### config.mk
export PLATFORM = sky130hd
export DESIGN_NAME = kcs_top
export DESIGN_NICKNAME = d
export VERILOG_FILES = /design/src/design/kcs_pkg.sv /design/src/design/kcs_tone_gen.sv /design/src/design/kcs_top.sv
export SDC_FILE = /design/constraint.sdc
export NUM_CORES = 1
export LEC_CHECK = 0
export ABC_AREA = 1
export ABC_CLOCK_PERIOD_IN_PS = 3100
export BUFFER_PORTS_ARGS = -buffer_cell sky130_fd_sc_hd__buf_2
export CORE_ASPECT_RATIO = 0.9
export CORE_MARGIN = 1
export CORE_UTILIZATION = 59
export CTS_CLUSTER_SIZE = 40
export DETAILED_ROUTE_END_ITERATION = 8
export HOLD_SLACK_MARGIN = 0.06
export MAX_ROUTING_LAYER = met4
export PLACE_DENSITY = 0.74
export SYNTH_ARGS = -nofsm -noshare
export SYNTH_HDL_FRONTEND = slang
export SYNTH_HIERARCHICAL = 1
export SYNTH_SLANG_ARGS = --single-unit
export TNS_END_PERCENT = 100
### constraint.sdc
create_clock -name sys_clk -period 3.1 [get_ports sys_clk]
set_input_delay 0.31 -clock sys_clk [delete_from_list [all_inputs] [get_ports sys_clk]]
set_output_delay 0.31 -clock sys_clk [all_outputs]
set_load 0.01 [all_outputs]
### src/design/kcs_pkg.sv
// package of the key-click sounder: register map, field layout, timing
// assumes a single 250 MHz clock domain; no tool-specific constructs
package kcs_pkg;

  // ****************************************
  // register map and fields
  // ****************************************
  localparam logic [7:0] REG_CLICK_TONE_CONFIG  = 8'h07;
  localparam logic [7:0] REG_VERSION_DESCRIPTOR = 8'h14;
  localparam int         BIT_CLICK_LENGTH_SELECT = 2;
  localparam int         BIT_TONE_PITCH_SELECT   = 1;
  localparam int         BIT_TONE_OUTPUT_ENABLE  = 0;
  localparam logic [2:0] CFG_RESET               = 3'h0;
  // i2c device address; value is arbitrary
  localparam logic [6:0] DEV_ADDR                = 7'h5c;

  // descriptor text; content is arbitrary, null byte appended on read
  localparam int         DESC_LEN  = 29;
  localparam logic [8*DESC_LEN-1:0] DESC_TEXT =
    "VNDR,PN:CLK1,QUAL:ENG,VER:1_0";

  // ****************************************
  // timing
  // ****************************************
  localparam int unsigned CLK_HZ          = 250_000_000;
  localparam int unsigned CLICK_SHORT_MS  = 10;
  localparam int unsigned CLICK_LONG_MS   = 20;
  localparam int unsigned TONE_LOW_HZ     = 1000;
  localparam int unsigned TONE_HIGH_HZ    = 2000;
  localparam int unsigned CLICK_SHORT_CYC = CLK_HZ / 1000 * CLICK_SHORT_MS;
  localparam int unsigned CLICK_LONG_CYC  = CLK_HZ / 1000 * CLICK_LONG_MS;
  localparam int unsigned HALF_LOW_CYC    = CLK_HZ / (2 * TONE_LOW_HZ);
  localparam int unsigned HALF_HIGH_CYC   = CLK_HZ / (2 * TONE_HIGH_HZ);
  localparam int          LEN_W           = 23;
  localparam int          HALF_W          = 17;

  // ****************************************
  // types
  // ****************************************
  typedef struct packed {
    logic click_length_select;
    logic tone_pitch_select;
    logic tone_output_enable;
  } kcs_cfg_t;

  typedef enum logic [8:0] {
    I_IDLE = 9'h001,
    I_ADDR = 9'h002,
    I_AACK = 9'h004,
    I_REG  = 9'h008,
    I_DACK = 9'h010,
    I_WDAT = 9'h020,
    I_RDAT = 9'h040,
    I_MACK = 9'h080,
    I_SKIP = 9'h100
  } kcs_i2c_st_t;

  typedef enum logic [1:0] {
    T_IDLE  = 2'h1,
    T_CLICK = 2'h2
  } kcs_tone_st_t;

  typedef struct packed {
    kcs_tone_st_t      st;
    logic [LEN_W-1:0]  len_cnt;
    logic [HALF_W-1:0] half_cnt;
    logic              tone;
  } kcs_tone_s_t;

  typedef struct packed {
    kcs_i2c_st_t st;
    logic        scl_q;
    logic        sda_q;
    logic [3:0]  bitcnt;
    logic [7:0]  shreg;
    logic [7:0]  ptr;
    logic [4:0]  desc_idx;
    logic        sda_oe;
    logic        sda_lvl;
    kcs_cfg_t    cfg;
  } kcs_i2c_s_t;

  // one descriptor character per index, null past the end
  function automatic logic [7:0] desc_char(input logic [4:0] idx);
    if (int'(idx) >= DESC_LEN) begin
      return 8'h00;
    end
    return DESC_TEXT[8*(DESC_LEN-1-int'(idx)) +: 8];
  endfunction

endpackage

### src/design/kcs_tone_gen.sv
// click tone generator: one click per touch pulse while idle, square wave output
// assumes cfg is a registered level and touch is a one-cycle pulse
`timescale 1ns/1ns
module kcs_tone_gen #(
  parameter int unsigned CLICK_SHORT = kcs_pkg::CLICK_SHORT_CYC,
  parameter int unsigned CLICK_LONG  = kcs_pkg::CLICK_LONG_CYC,
  parameter int unsigned HALF_LOW    = kcs_pkg::HALF_LOW_CYC,
  parameter int unsigned HALF_HIGH   = kcs_pkg::HALF_HIGH_CYC
) (
  input  wire logic              sys_clk,
  input  wire logic              reset_n,
  input  wire kcs_pkg::kcs_cfg_t cfg,
  input  wire logic              touch,
  output logic                   tone_out
);

  kcs_pkg::kcs_tone_s_t s_r;
  kcs_pkg::kcs_tone_s_t s_nxt;
  logic [kcs_pkg::LEN_W-1:0]  len_last;
  logic [kcs_pkg::HALF_W-1:0] half_last;

  // ****************************************
  // click sequencing
  // ****************************************
  // no bus signal reaches this module, so a click never waits on i2c
  assign len_last  = kcs_pkg::LEN_W'(cfg.click_length_select ?
                     CLICK_LONG - 1 : CLICK_SHORT - 1);
  assign half_last = kcs_pkg::HALF_W'(cfg.tone_pitch_select ?
                     HALF_HIGH - 1 : HALF_LOW - 1);

  always_comb begin
    s_nxt = s_r;
    case (s_r.st)
      kcs_pkg::T_IDLE: begin
        s_nxt.tone = 1'b0;
        if (touch && cfg.tone_output_enable) begin
          s_nxt.st       = kcs_pkg::T_CLICK;
          s_nxt.len_cnt  = '0;
          s_nxt.half_cnt = '0;
        end
      end
      kcs_pkg::T_CLICK: begin
        s_nxt.len_cnt = s_r.len_cnt + 1'b1;
        if (s_r.half_cnt >= half_last) begin
          s_nxt.half_cnt = '0;
          s_nxt.tone     = ~s_r.tone;
        end else begin
          s_nxt.half_cnt = s_r.half_cnt + 1'b1;
        end
        // a pitch change mid-click is caught by the >= compare
        if (s_r.len_cnt >= len_last) begin
          s_nxt.st   = kcs_pkg::T_IDLE;
          s_nxt.tone = 1'b0;
        end
      end
      default: begin
        s_nxt.st   = kcs_pkg::T_IDLE;
        s_nxt.tone = 1'b0;
      end
    endcase
    if (!cfg.tone_output_enable) begin
      s_nxt.st   = kcs_pkg::T_IDLE;
      s_nxt.tone = 1'b0;
    end
  end

  always_ff @(posedge sys_clk or negedge reset_n) begin
    if (!reset_n) begin
      s_r <= '{st: kcs_pkg::T_IDLE, len_cnt: '0, half_cnt: '0, tone: 1'b0};
    end else begin
      s_r <= s_nxt;
    end
  end

  assign tone_out = s_r.tone;
endmodule

### src/design/kcs_top.sv
// key-click sounder top: i2c register slave plus click tone generator
// assumes scl/sda inputs already synchronous to sys_clk, pull-up external
`timescale 1ns/1ns

// Overview of operation
// - click tones run independent of any i2c transfer in progress
// - sounder pin toggles as a square wave during each click
// - config bit 2 picks click length: 0 gives 10 ms, 1 gives 20 ms
// - config bit 1 picks pitch: 0 gives 1 kHz, 1 gives 2 kHz
// - config bit 0 enables the sounder; cleared keeps the pin idle
// - descriptor at 0x14 is read-only fixed data; writes do nothing
// - burst reads of descriptor return ascii text ending in null
// - sounder config register sits at address 0x07
module kcs_top #(
  parameter int unsigned CLICK_SHORT = kcs_pkg::CLICK_SHORT_CYC,
  parameter int unsigned CLICK_LONG  = kcs_pkg::CLICK_LONG_CYC,
  parameter int unsigned HALF_LOW    = kcs_pkg::HALF_LOW_CYC,
  parameter int unsigned HALF_HIGH   = kcs_pkg::HALF_HIGH_CYC
) (
  input  wire logic sys_clk,
  input  wire logic reset_n,
  input  wire logic scl_in,
  input  wire logic sda_in,
  output logic      sda_out,
  output logic      sda_oe,
  input  wire logic touch_event,
  output logic      tone_out
);

  kcs_pkg::kcs_i2c_s_t s_r;
  kcs_pkg::kcs_i2c_s_t s_nxt;
  logic                scl_rise;
  logic                scl_fall;
  logic                start_c;
  logic                stop_c;
  logic [7:0]          rd_byte;

  // ****************************************
  // bus condition detect
  // ****************************************
  assign scl_rise = scl_in & ~s_r.scl_q;
  assign scl_fall = ~scl_in & s_r.scl_q;
  assign start_c  = scl_in & s_r.scl_q & s_r.sda_q & ~sda_in;
  assign stop_c   = scl_in & s_r.scl_q & ~s_r.sda_q & sda_in;

  // read data for the current pointer; descriptor index walks the text
  function automatic logic [7:0] read_byte(input kcs_pkg::kcs_i2c_s_t s);
    case (s.ptr)
      kcs_pkg::REG_CLICK_TONE_CONFIG:  return {5'h00, s.cfg};
      kcs_pkg::REG_VERSION_DESCRIPTOR: return kcs_pkg::desc_char(s.desc_idx);
      default:                         return 8'h00;
    endcase
  endfunction

  assign rd_byte = read_byte(s_r);

  // ****************************************
  // i2c slave
  // ****************************************
  // no clock stretching is used: every answer is ready at the scl fall
  always_comb begin
    s_nxt       = s_r;
    s_nxt.scl_q = scl_in;
    s_nxt.sda_q = sda_in;
    if (scl_rise && (s_r.st == kcs_pkg::I_ADDR || s_r.st == kcs_pkg::I_REG
        || s_r.st == kcs_pkg::I_WDAT)) begin
      s_nxt.shreg  = {s_r.shreg[6:0], sda_in};
      s_nxt.bitcnt = s_r.bitcnt + 1'b1;
    end
    case (s_r.st)
      kcs_pkg::I_IDLE, kcs_pkg::I_SKIP: begin
        s_nxt.sda_oe = 1'b0;
      end
      kcs_pkg::I_ADDR: begin
        if (scl_fall && s_r.bitcnt == 4'h8) begin
          if (s_r.shreg[7:1] == kcs_pkg::DEV_ADDR) begin
            s_nxt.st     = kcs_pkg::I_AACK;
            s_nxt.sda_oe = 1'b1;
          end else begin
            s_nxt.st = kcs_pkg::I_SKIP;
          end
        end
      end
      kcs_pkg::I_AACK: begin
        if (scl_fall) begin
          s_nxt.bitcnt = 4'h0;
          if (s_r.shreg[0]) begin
            s_nxt.st     = kcs_pkg::I_RDAT;
            s_nxt.shreg  = rd_byte;
            s_nxt.sda_oe = ~rd_byte[7];
            if (s_r.ptr == kcs_pkg::REG_VERSION_DESCRIPTOR
                && s_r.desc_idx < 5'(kcs_pkg::DESC_LEN)) begin
              s_nxt.desc_idx = s_r.desc_idx + 1'b1;
            end
          end else begin
            s_nxt.st     = kcs_pkg::I_REG;
            s_nxt.sda_oe = 1'b0;
          end
        end
      end
      kcs_pkg::I_REG: begin
        if (scl_fall && s_r.bitcnt == 4'h8) begin
          s_nxt.ptr      = s_r.shreg;
          s_nxt.desc_idx = 5'h00;
          s_nxt.st       = kcs_pkg::I_DACK;
          s_nxt.sda_oe   = 1'b1;
        end
      end
      kcs_pkg::I_WDAT: begin
        if (scl_fall && s_r.bitcnt == 4'h8) begin
          s_nxt.st     = kcs_pkg::I_DACK;
          s_nxt.sda_oe = 1'b1;
          // the descriptor has no write path at all
          if (s_r.ptr == kcs_pkg::REG_CLICK_TONE_CONFIG) begin
            s_nxt.cfg = s_r.shreg[2:0];
          end
          if (s_r.ptr != kcs_pkg::REG_VERSION_DESCRIPTOR) begin
            s_nxt.ptr = s_r.ptr + 1'b1;
          end
        end
      end
      kcs_pkg::I_DACK: begin
        if (scl_fall) begin
          s_nxt.st     = kcs_pkg::I_WDAT;
          s_nxt.bitcnt = 4'h0;
          s_nxt.sda_oe = 1'b0;
        end
      end
      kcs_pkg::I_RDAT: begin
        if (scl_fall) begin
          if (s_r.bitcnt == 4'h7) begin
            s_nxt.st     = kcs_pkg::I_MACK;
            s_nxt.sda_oe = 1'b0;
          end else begin
            s_nxt.shreg  = {s_r.shreg[6:0], 1'b0};
            s_nxt.sda_oe = ~s_r.shreg[6];
            s_nxt.bitcnt = s_r.bitcnt + 1'b1;
          end
        end
      end
      kcs_pkg::I_MACK: begin
        if (scl_rise && sda_in) begin
          s_nxt.st = kcs_pkg::I_SKIP;
        end else if (scl_fall) begin
          s_nxt.st     = kcs_pkg::I_RDAT;
          s_nxt.bitcnt = 4'h0;
          s_nxt.shreg  = rd_byte;
          s_nxt.sda_oe = ~rd_byte[7];
          if (s_r.ptr == kcs_pkg::REG_VERSION_DESCRIPTOR) begin
            if (s_r.desc_idx < 5'(kcs_pkg::DESC_LEN)) begin
              s_nxt.desc_idx = s_r.desc_idx + 1'b1;
            end
          end else begin
            s_nxt.ptr = s_r.ptr + 1'b1;
          end
        end
      end
      default: begin
        s_nxt.st     = kcs_pkg::I_IDLE;
        s_nxt.sda_oe = 1'b0;
      end
    endcase
    // a repeated start restarts the descriptor text from its first letter
    if (start_c) begin
      s_nxt.st       = kcs_pkg::I_ADDR;
      s_nxt.bitcnt   = 4'h0;
      s_nxt.sda_oe   = 1'b0;
      s_nxt.desc_idx = 5'h00;
    end else if (stop_c) begin
      s_nxt.st     = kcs_pkg::I_IDLE;
      s_nxt.sda_oe = 1'b0;
    end
  end

  always_ff @(posedge sys_clk or negedge reset_n) begin
    if (!reset_n) begin
      s_r <= '{st: kcs_pkg::I_IDLE, scl_q: 1'b1, sda_q: 1'b1, bitcnt: 4'h0,
               shreg: 8'h00, ptr: 8'h00, desc_idx: 5'h00, sda_oe: 1'b0,
               sda_lvl: 1'b0, cfg: kcs_pkg::CFG_RESET};
    end else begin
      s_r <= s_nxt;
    end
  end

  assign sda_out = s_r.sda_lvl;
  assign sda_oe  = s_r.sda_oe;

  // ****************************************
  // tone generator
  // ****************************************
  kcs_tone_gen #(
    .CLICK_SHORT (CLICK_SHORT),
    .CLICK_LONG  (CLICK_LONG),
    .HALF_LOW    (HALF_LOW),
    .HALF_HIGH   (HALF_HIGH)
  ) u_tone (
    .sys_clk  (sys_clk),
    .reset_n  (reset_n),
    .cfg      (s_r.cfg),
    .touch    (touch_event),
    .tone_out (tone_out)
  );
endmodule

* Word-level counts from Yosys, hierarchy flattened
Cells that the tools add are included.
Cells by class: add/sub/neg operators 6, order comparisons 4, equal/unequal tests 48, shift operators 1, multiplexer cells 63, bitwise logic cells 14, reduce and logical (&&, ||, !) cells 19
Operators with widths (count):
- 232-bit by 9-bit indexed part select with 8-bit output (first input constant) | 1
- 9-bit 2-to-1 mux | 11
- 40-bit one-hot mux with 2 select lines | 1
- 9-bit one-hot mux with 7 select lines | 1
- 26-bit 2-to-1 mux | 2
- 12-bit 2-to-1 mux | 4
- 8-bit 2-to-1 mux | 6
- 8-bit one-hot mux with 3 select lines | 2
- 42-bit 2-to-1 mux | 1
- 17-bit 2-to-1 mux | 2
- 5-bit 2-to-1 mux | 5
- 3-bit inequality test (second input constant) | 8
- 4-bit inequality test (second input constant) | 6
- 23-bit by 1-bit adder with 23-bit output (second input constant) | 1
- 23-bit greater-or-equal comparator | 1
- 23-bit 2-to-1 mux | 1
- 9-bit AND reduction | 2
- 17-bit by 1-bit adder with 17-bit output (second input constant) | 1
- 17-bit greater-or-equal comparator | 1
- 4-bit by 3-bit inequality test with 1-bit output (second input constant) | 4
- 4-bit one-hot mux with 4 select lines | 1
- 8-bit one-hot mux with 2 select lines | 1
- 1-bit 2-to-1 mux | 15
- 5-bit one-hot mux with 3 select lines | 1
- 48 further kinds | 76
Storage, ports and cells: register bits 83, input port bits 5, output and inout bits 3, logic and storage cells 170

* Logic depth before layout (Yosys ltp)
depth after elaboration 11, gate-level depth with buffers 17, mapped depth without buffers 15

* Hierarchy
The synthesis kept the hierarchy.
By module, submodules not included:
- kcs_top | instances 1, cells each 525, area each 3398.3 sq um, sequential area each 1004.7 sq um
- kcs_tone_gen | instances 1, cells each 441, area each 3208.1 sq um, sequential area each 1077.3 sq um

* Worst setup path after synthesis
OpenSTA, ideal clock, no wires.
path kind flip-flop to flip-flop, start point register s_r[5] (netlist name), end point register s_r[20] (netlist name), setup time 0.129 ns, arrival time 1.797 ns, data required time 2.971 ns, slack 1.175 ns, stages on the path, launching flop included 18, path buffers 2, period minus slack after synthesis 1.925 ns, cell sequence dfrtp_1 buf_2 inv_2 ha_1 inv_1 nand2_1 nand2_1 inv_1 clkbuf_1 nand2_1 nand3_1 nand2_1 nand2_1 nand2_1 nand2_1 nand2_1 nand2_1 nand3_1

==> results.cfg <==
[setup_path]
crit_path_max_fanout = 11
rr_endpoint = s_r[40]
rrSetupSlack_ns = 0.75
critPathLaunchType = register
worstReg2RegStart = s_r[31]
cp_top_family = simple AND/OR/NAND/NOR gates
worstPathArrival_ns = 2.59
worst-path-buf-inv = 2
critPathKind = reg2reg
worst_setup_path_end_kind = register
crit_required_ns = 3.34
slowest_stage = dfstp_2
reg2regPathDepth = 12
cpPeakStageDelay_ns = 0.56
crit_chain = nand2_2, nor3_4, nor2_4, inv_2, nor2_2, nand2_2, and2_1, nand2_1, nor2_2, inv_1, nand2_1, o21ai_2

[yosys]
synthArstFlopShare_pct = 100
synth_enable_flop_cells = 0
synth_warnings = 6
synth-main-ff-cell = dfrtp_1
synthAdderAreaFrac_pct = 5.11
netlist_instances = 966
synth_area_per_cell_um2 = 6.84
yosys.area_share.xor_xnor_pct = 2.92
ys_seq_elements = 83
syn_area_um2 = 6610
synth_top_family_by_area = simple AND/OR/NAND/NOR gates
synth_nets = 998
synth-simple-area-share_pct = 38.1
synth_compound_area_share_pct = 12.7
ys_seq_area_share_pct = 31.5
synthMuxAreaShare_pct = 0
synth_cell_type_count = 48

[sta]
slew_headroom_pct = 46.1
timing.final.crit_share_pct = 75.9
rsz0062_at_grt = false
worst_pin_slew_ns = 0.808
min_period_ns = 2.35
setup_viol = 0
timing.setup.tns_ns = 0
max_freq_ghz = 0.425
hold_viol_final = 0
clock_skew_ns = 0.00693
drv_slew = 0

[route]
viasPerCell = 5.52
ant_nets = 0
routed_wl_mm = 16.3
drt_iter0_drc = 592
drtPass1Iterations = 6
wire_per_inst_um = 14.4
vias = 6228
drcViolationCount = 0

[clock_tree]
htree_levels = 3
path_clk_slew_ns = 0.06
clkLatencyLatePin_ns = 0.35
numCtsBuffers = 9
holdBufCountCts = 0
clockRootBuffer = clkbuf_16
numClockSinks = 83
clockBufferDepth = 2
post-cts-setup-buffers = 0
cts_resized = 0
cts_tree = built

[flow_run]
drv_cap = 0

[global_route]
antenna_found_initial = 0
track_usage_pct = 31.1
grt_pass1_wl_mm = 27.4
grt_max_degree = 64
first_global_vias = 5710
gr-total-overflow = 0

[floorplanning]
die_w_um = 114
io_pins = 8
core_um2 = 10900
rows = 36
die_h_um = 102
die_area_um2 = 11600
initial_core_util_pct = 60.9

[worst_hold_path]
hp-class = in2async

[final_layout]
fin_area_um2 = 7110
antenna_cells = 0
area_growth_pct = 7.58
drive_gt1_share_pct = 11.3
fin_nets = 1004

[status]
outcome = finished clean

[place]
globalplace.congestion = 0.979
port_buffers = 6
placed_area_um2 = 6770
dp_hpwl_mm = 12.3

[pwr]
ir_worst_vdd_v = 0.000516
power.density_nw_per_um2 = 501
leakage_nw = 3.63
==> report_power, final <==
| part | switching (W) | total (W) | internal, W |
|---|---|---|---|
| combinational | 0.000674 | 0.00101 | 0.000334 |
| sequential | 0.000126 | 0.00130 | 0.00118 |
| clock | 0.000459 | 0.00124 | 0.000786 |
==> through the flow <==
stage | worst slack [ns] | utilization (%) | power (W) | hold WS, ns | std cells
after floorplan | 1.17 | - | 0.00207 | 0.0144 | 966
after global placement | 0.808 | 62.3 | 0.00232 | 0.456 | 1113
after detailed placement | 0.811 | 62.3 | 0.00230 | 0.460 | 1113
after CTS | 0.806 | 65.5 | 0.00356 | 0.0868 | 1129
after global routing | 0.439 | 65.5 | 0.00378 | 0.0964 | 1129
final | 0.747 | 65.5 | 0.00356 | 0.0619 | 1129
==> cell usage after synthesis, types with 4 or more instances <==
cell      number  area, µm²
nand2_4        4       45.0
nand4_1       24        150
nand3b_1      10       75.1
buf_2          9       45.0
nand3_2        4       40.0
nor2_4         7       78.8
inv_1        123        462
nor3_2         4       40.0
xnor2_1        7       61.3
o211ai_1      11       82.6
or2_2          7       43.8
o21ai_0       62        310
a21oi_1       30        150
dfstp_2        4        105
o21ai_2       11       96.3
o21ai_1       19       95.1
ha_1          27        338
nor3_1        16       80.1
nor2_1        86        323
nand3_1       79        395
nor2_2        12       75.1
nand2_1      265        995
inv_2          8       30.0
xor2_1        15        131
dfrtp_1       79       1980
nand2_2       10       62.6
==> layout by cell type, fill, tap and decap left out, types with 8 or more instances in the layout <==
master	n
nand3b_1	10
o21ai_1	19
nand2_2	10
clkbuf_16	9
nor2_2	12
o21ai_0	62
inv_2	8
nor2_1	86
nor3_1	16
ha_1	27
o21ai_2	11
o211ai_1	11
a21oi_1	30
nand3_1	79
dfrtp_1	79
inv_1	123
xor2_1	15
nand2_1	265
nand4_1	24
==> worst max-delay path by stage <==
stage | to | cells after the start | startpoint | slack (ns)
after CTS | s_r[40] | 12 | s_r[31] | 0.81
after global placement | s_r[34] | 11 | s_r[31] | 0.81
after detailed placement | s_r[40] | 12 | s_r[31] | 0.81
after global routing | s_r[24] | 11 | s_r[5] | 0.44
final | s_r[40] | 12 | s_r[31] | 0.75
after floorplan | s_r[20] | 17 | s_r[5] | 1.17
==> registers in the layout, indices dropped and copies added (netlist names) <==
name / count
s_r: 39
sda_oe: 1
u_tone/s_r: 42
u_tone/tone_out: 1
==> layout make-up <==
cell class                      instances  area [µm²]
Timing Repair Buffer                   10        62.6
Clock buffer                            9         225
Sequential cell                        83        2080
Multi-Input combinational cell        733        3890
Clock inverter                          7         116
Tap cell                              152         190
Fill cell                             988        3750
Inverter                              135         537
==> layer usage <==
layer	vias up	GRT usage, %	wire, µm
met5	-	-	0
met4	0	8.00	129
met3	20	8.72	1320
met2	255	44.6	6910
met1	2788	43.1	7910
li1	3165	-	-
==> cell families (layout without fill, tap and decap cells) <==
family / after synthesis / after routing
AOI/OAI and AO/OA: 146 / 146
xor gates and xnor gates: 22 / 22
other: 1 / 1
adders and majority gates: 27 / 27
DFF: 83 / 83
and+or+nand+nor: 537 / 537
buffers and inverters: 150 / 161
(Power assumes the default switching activity.)
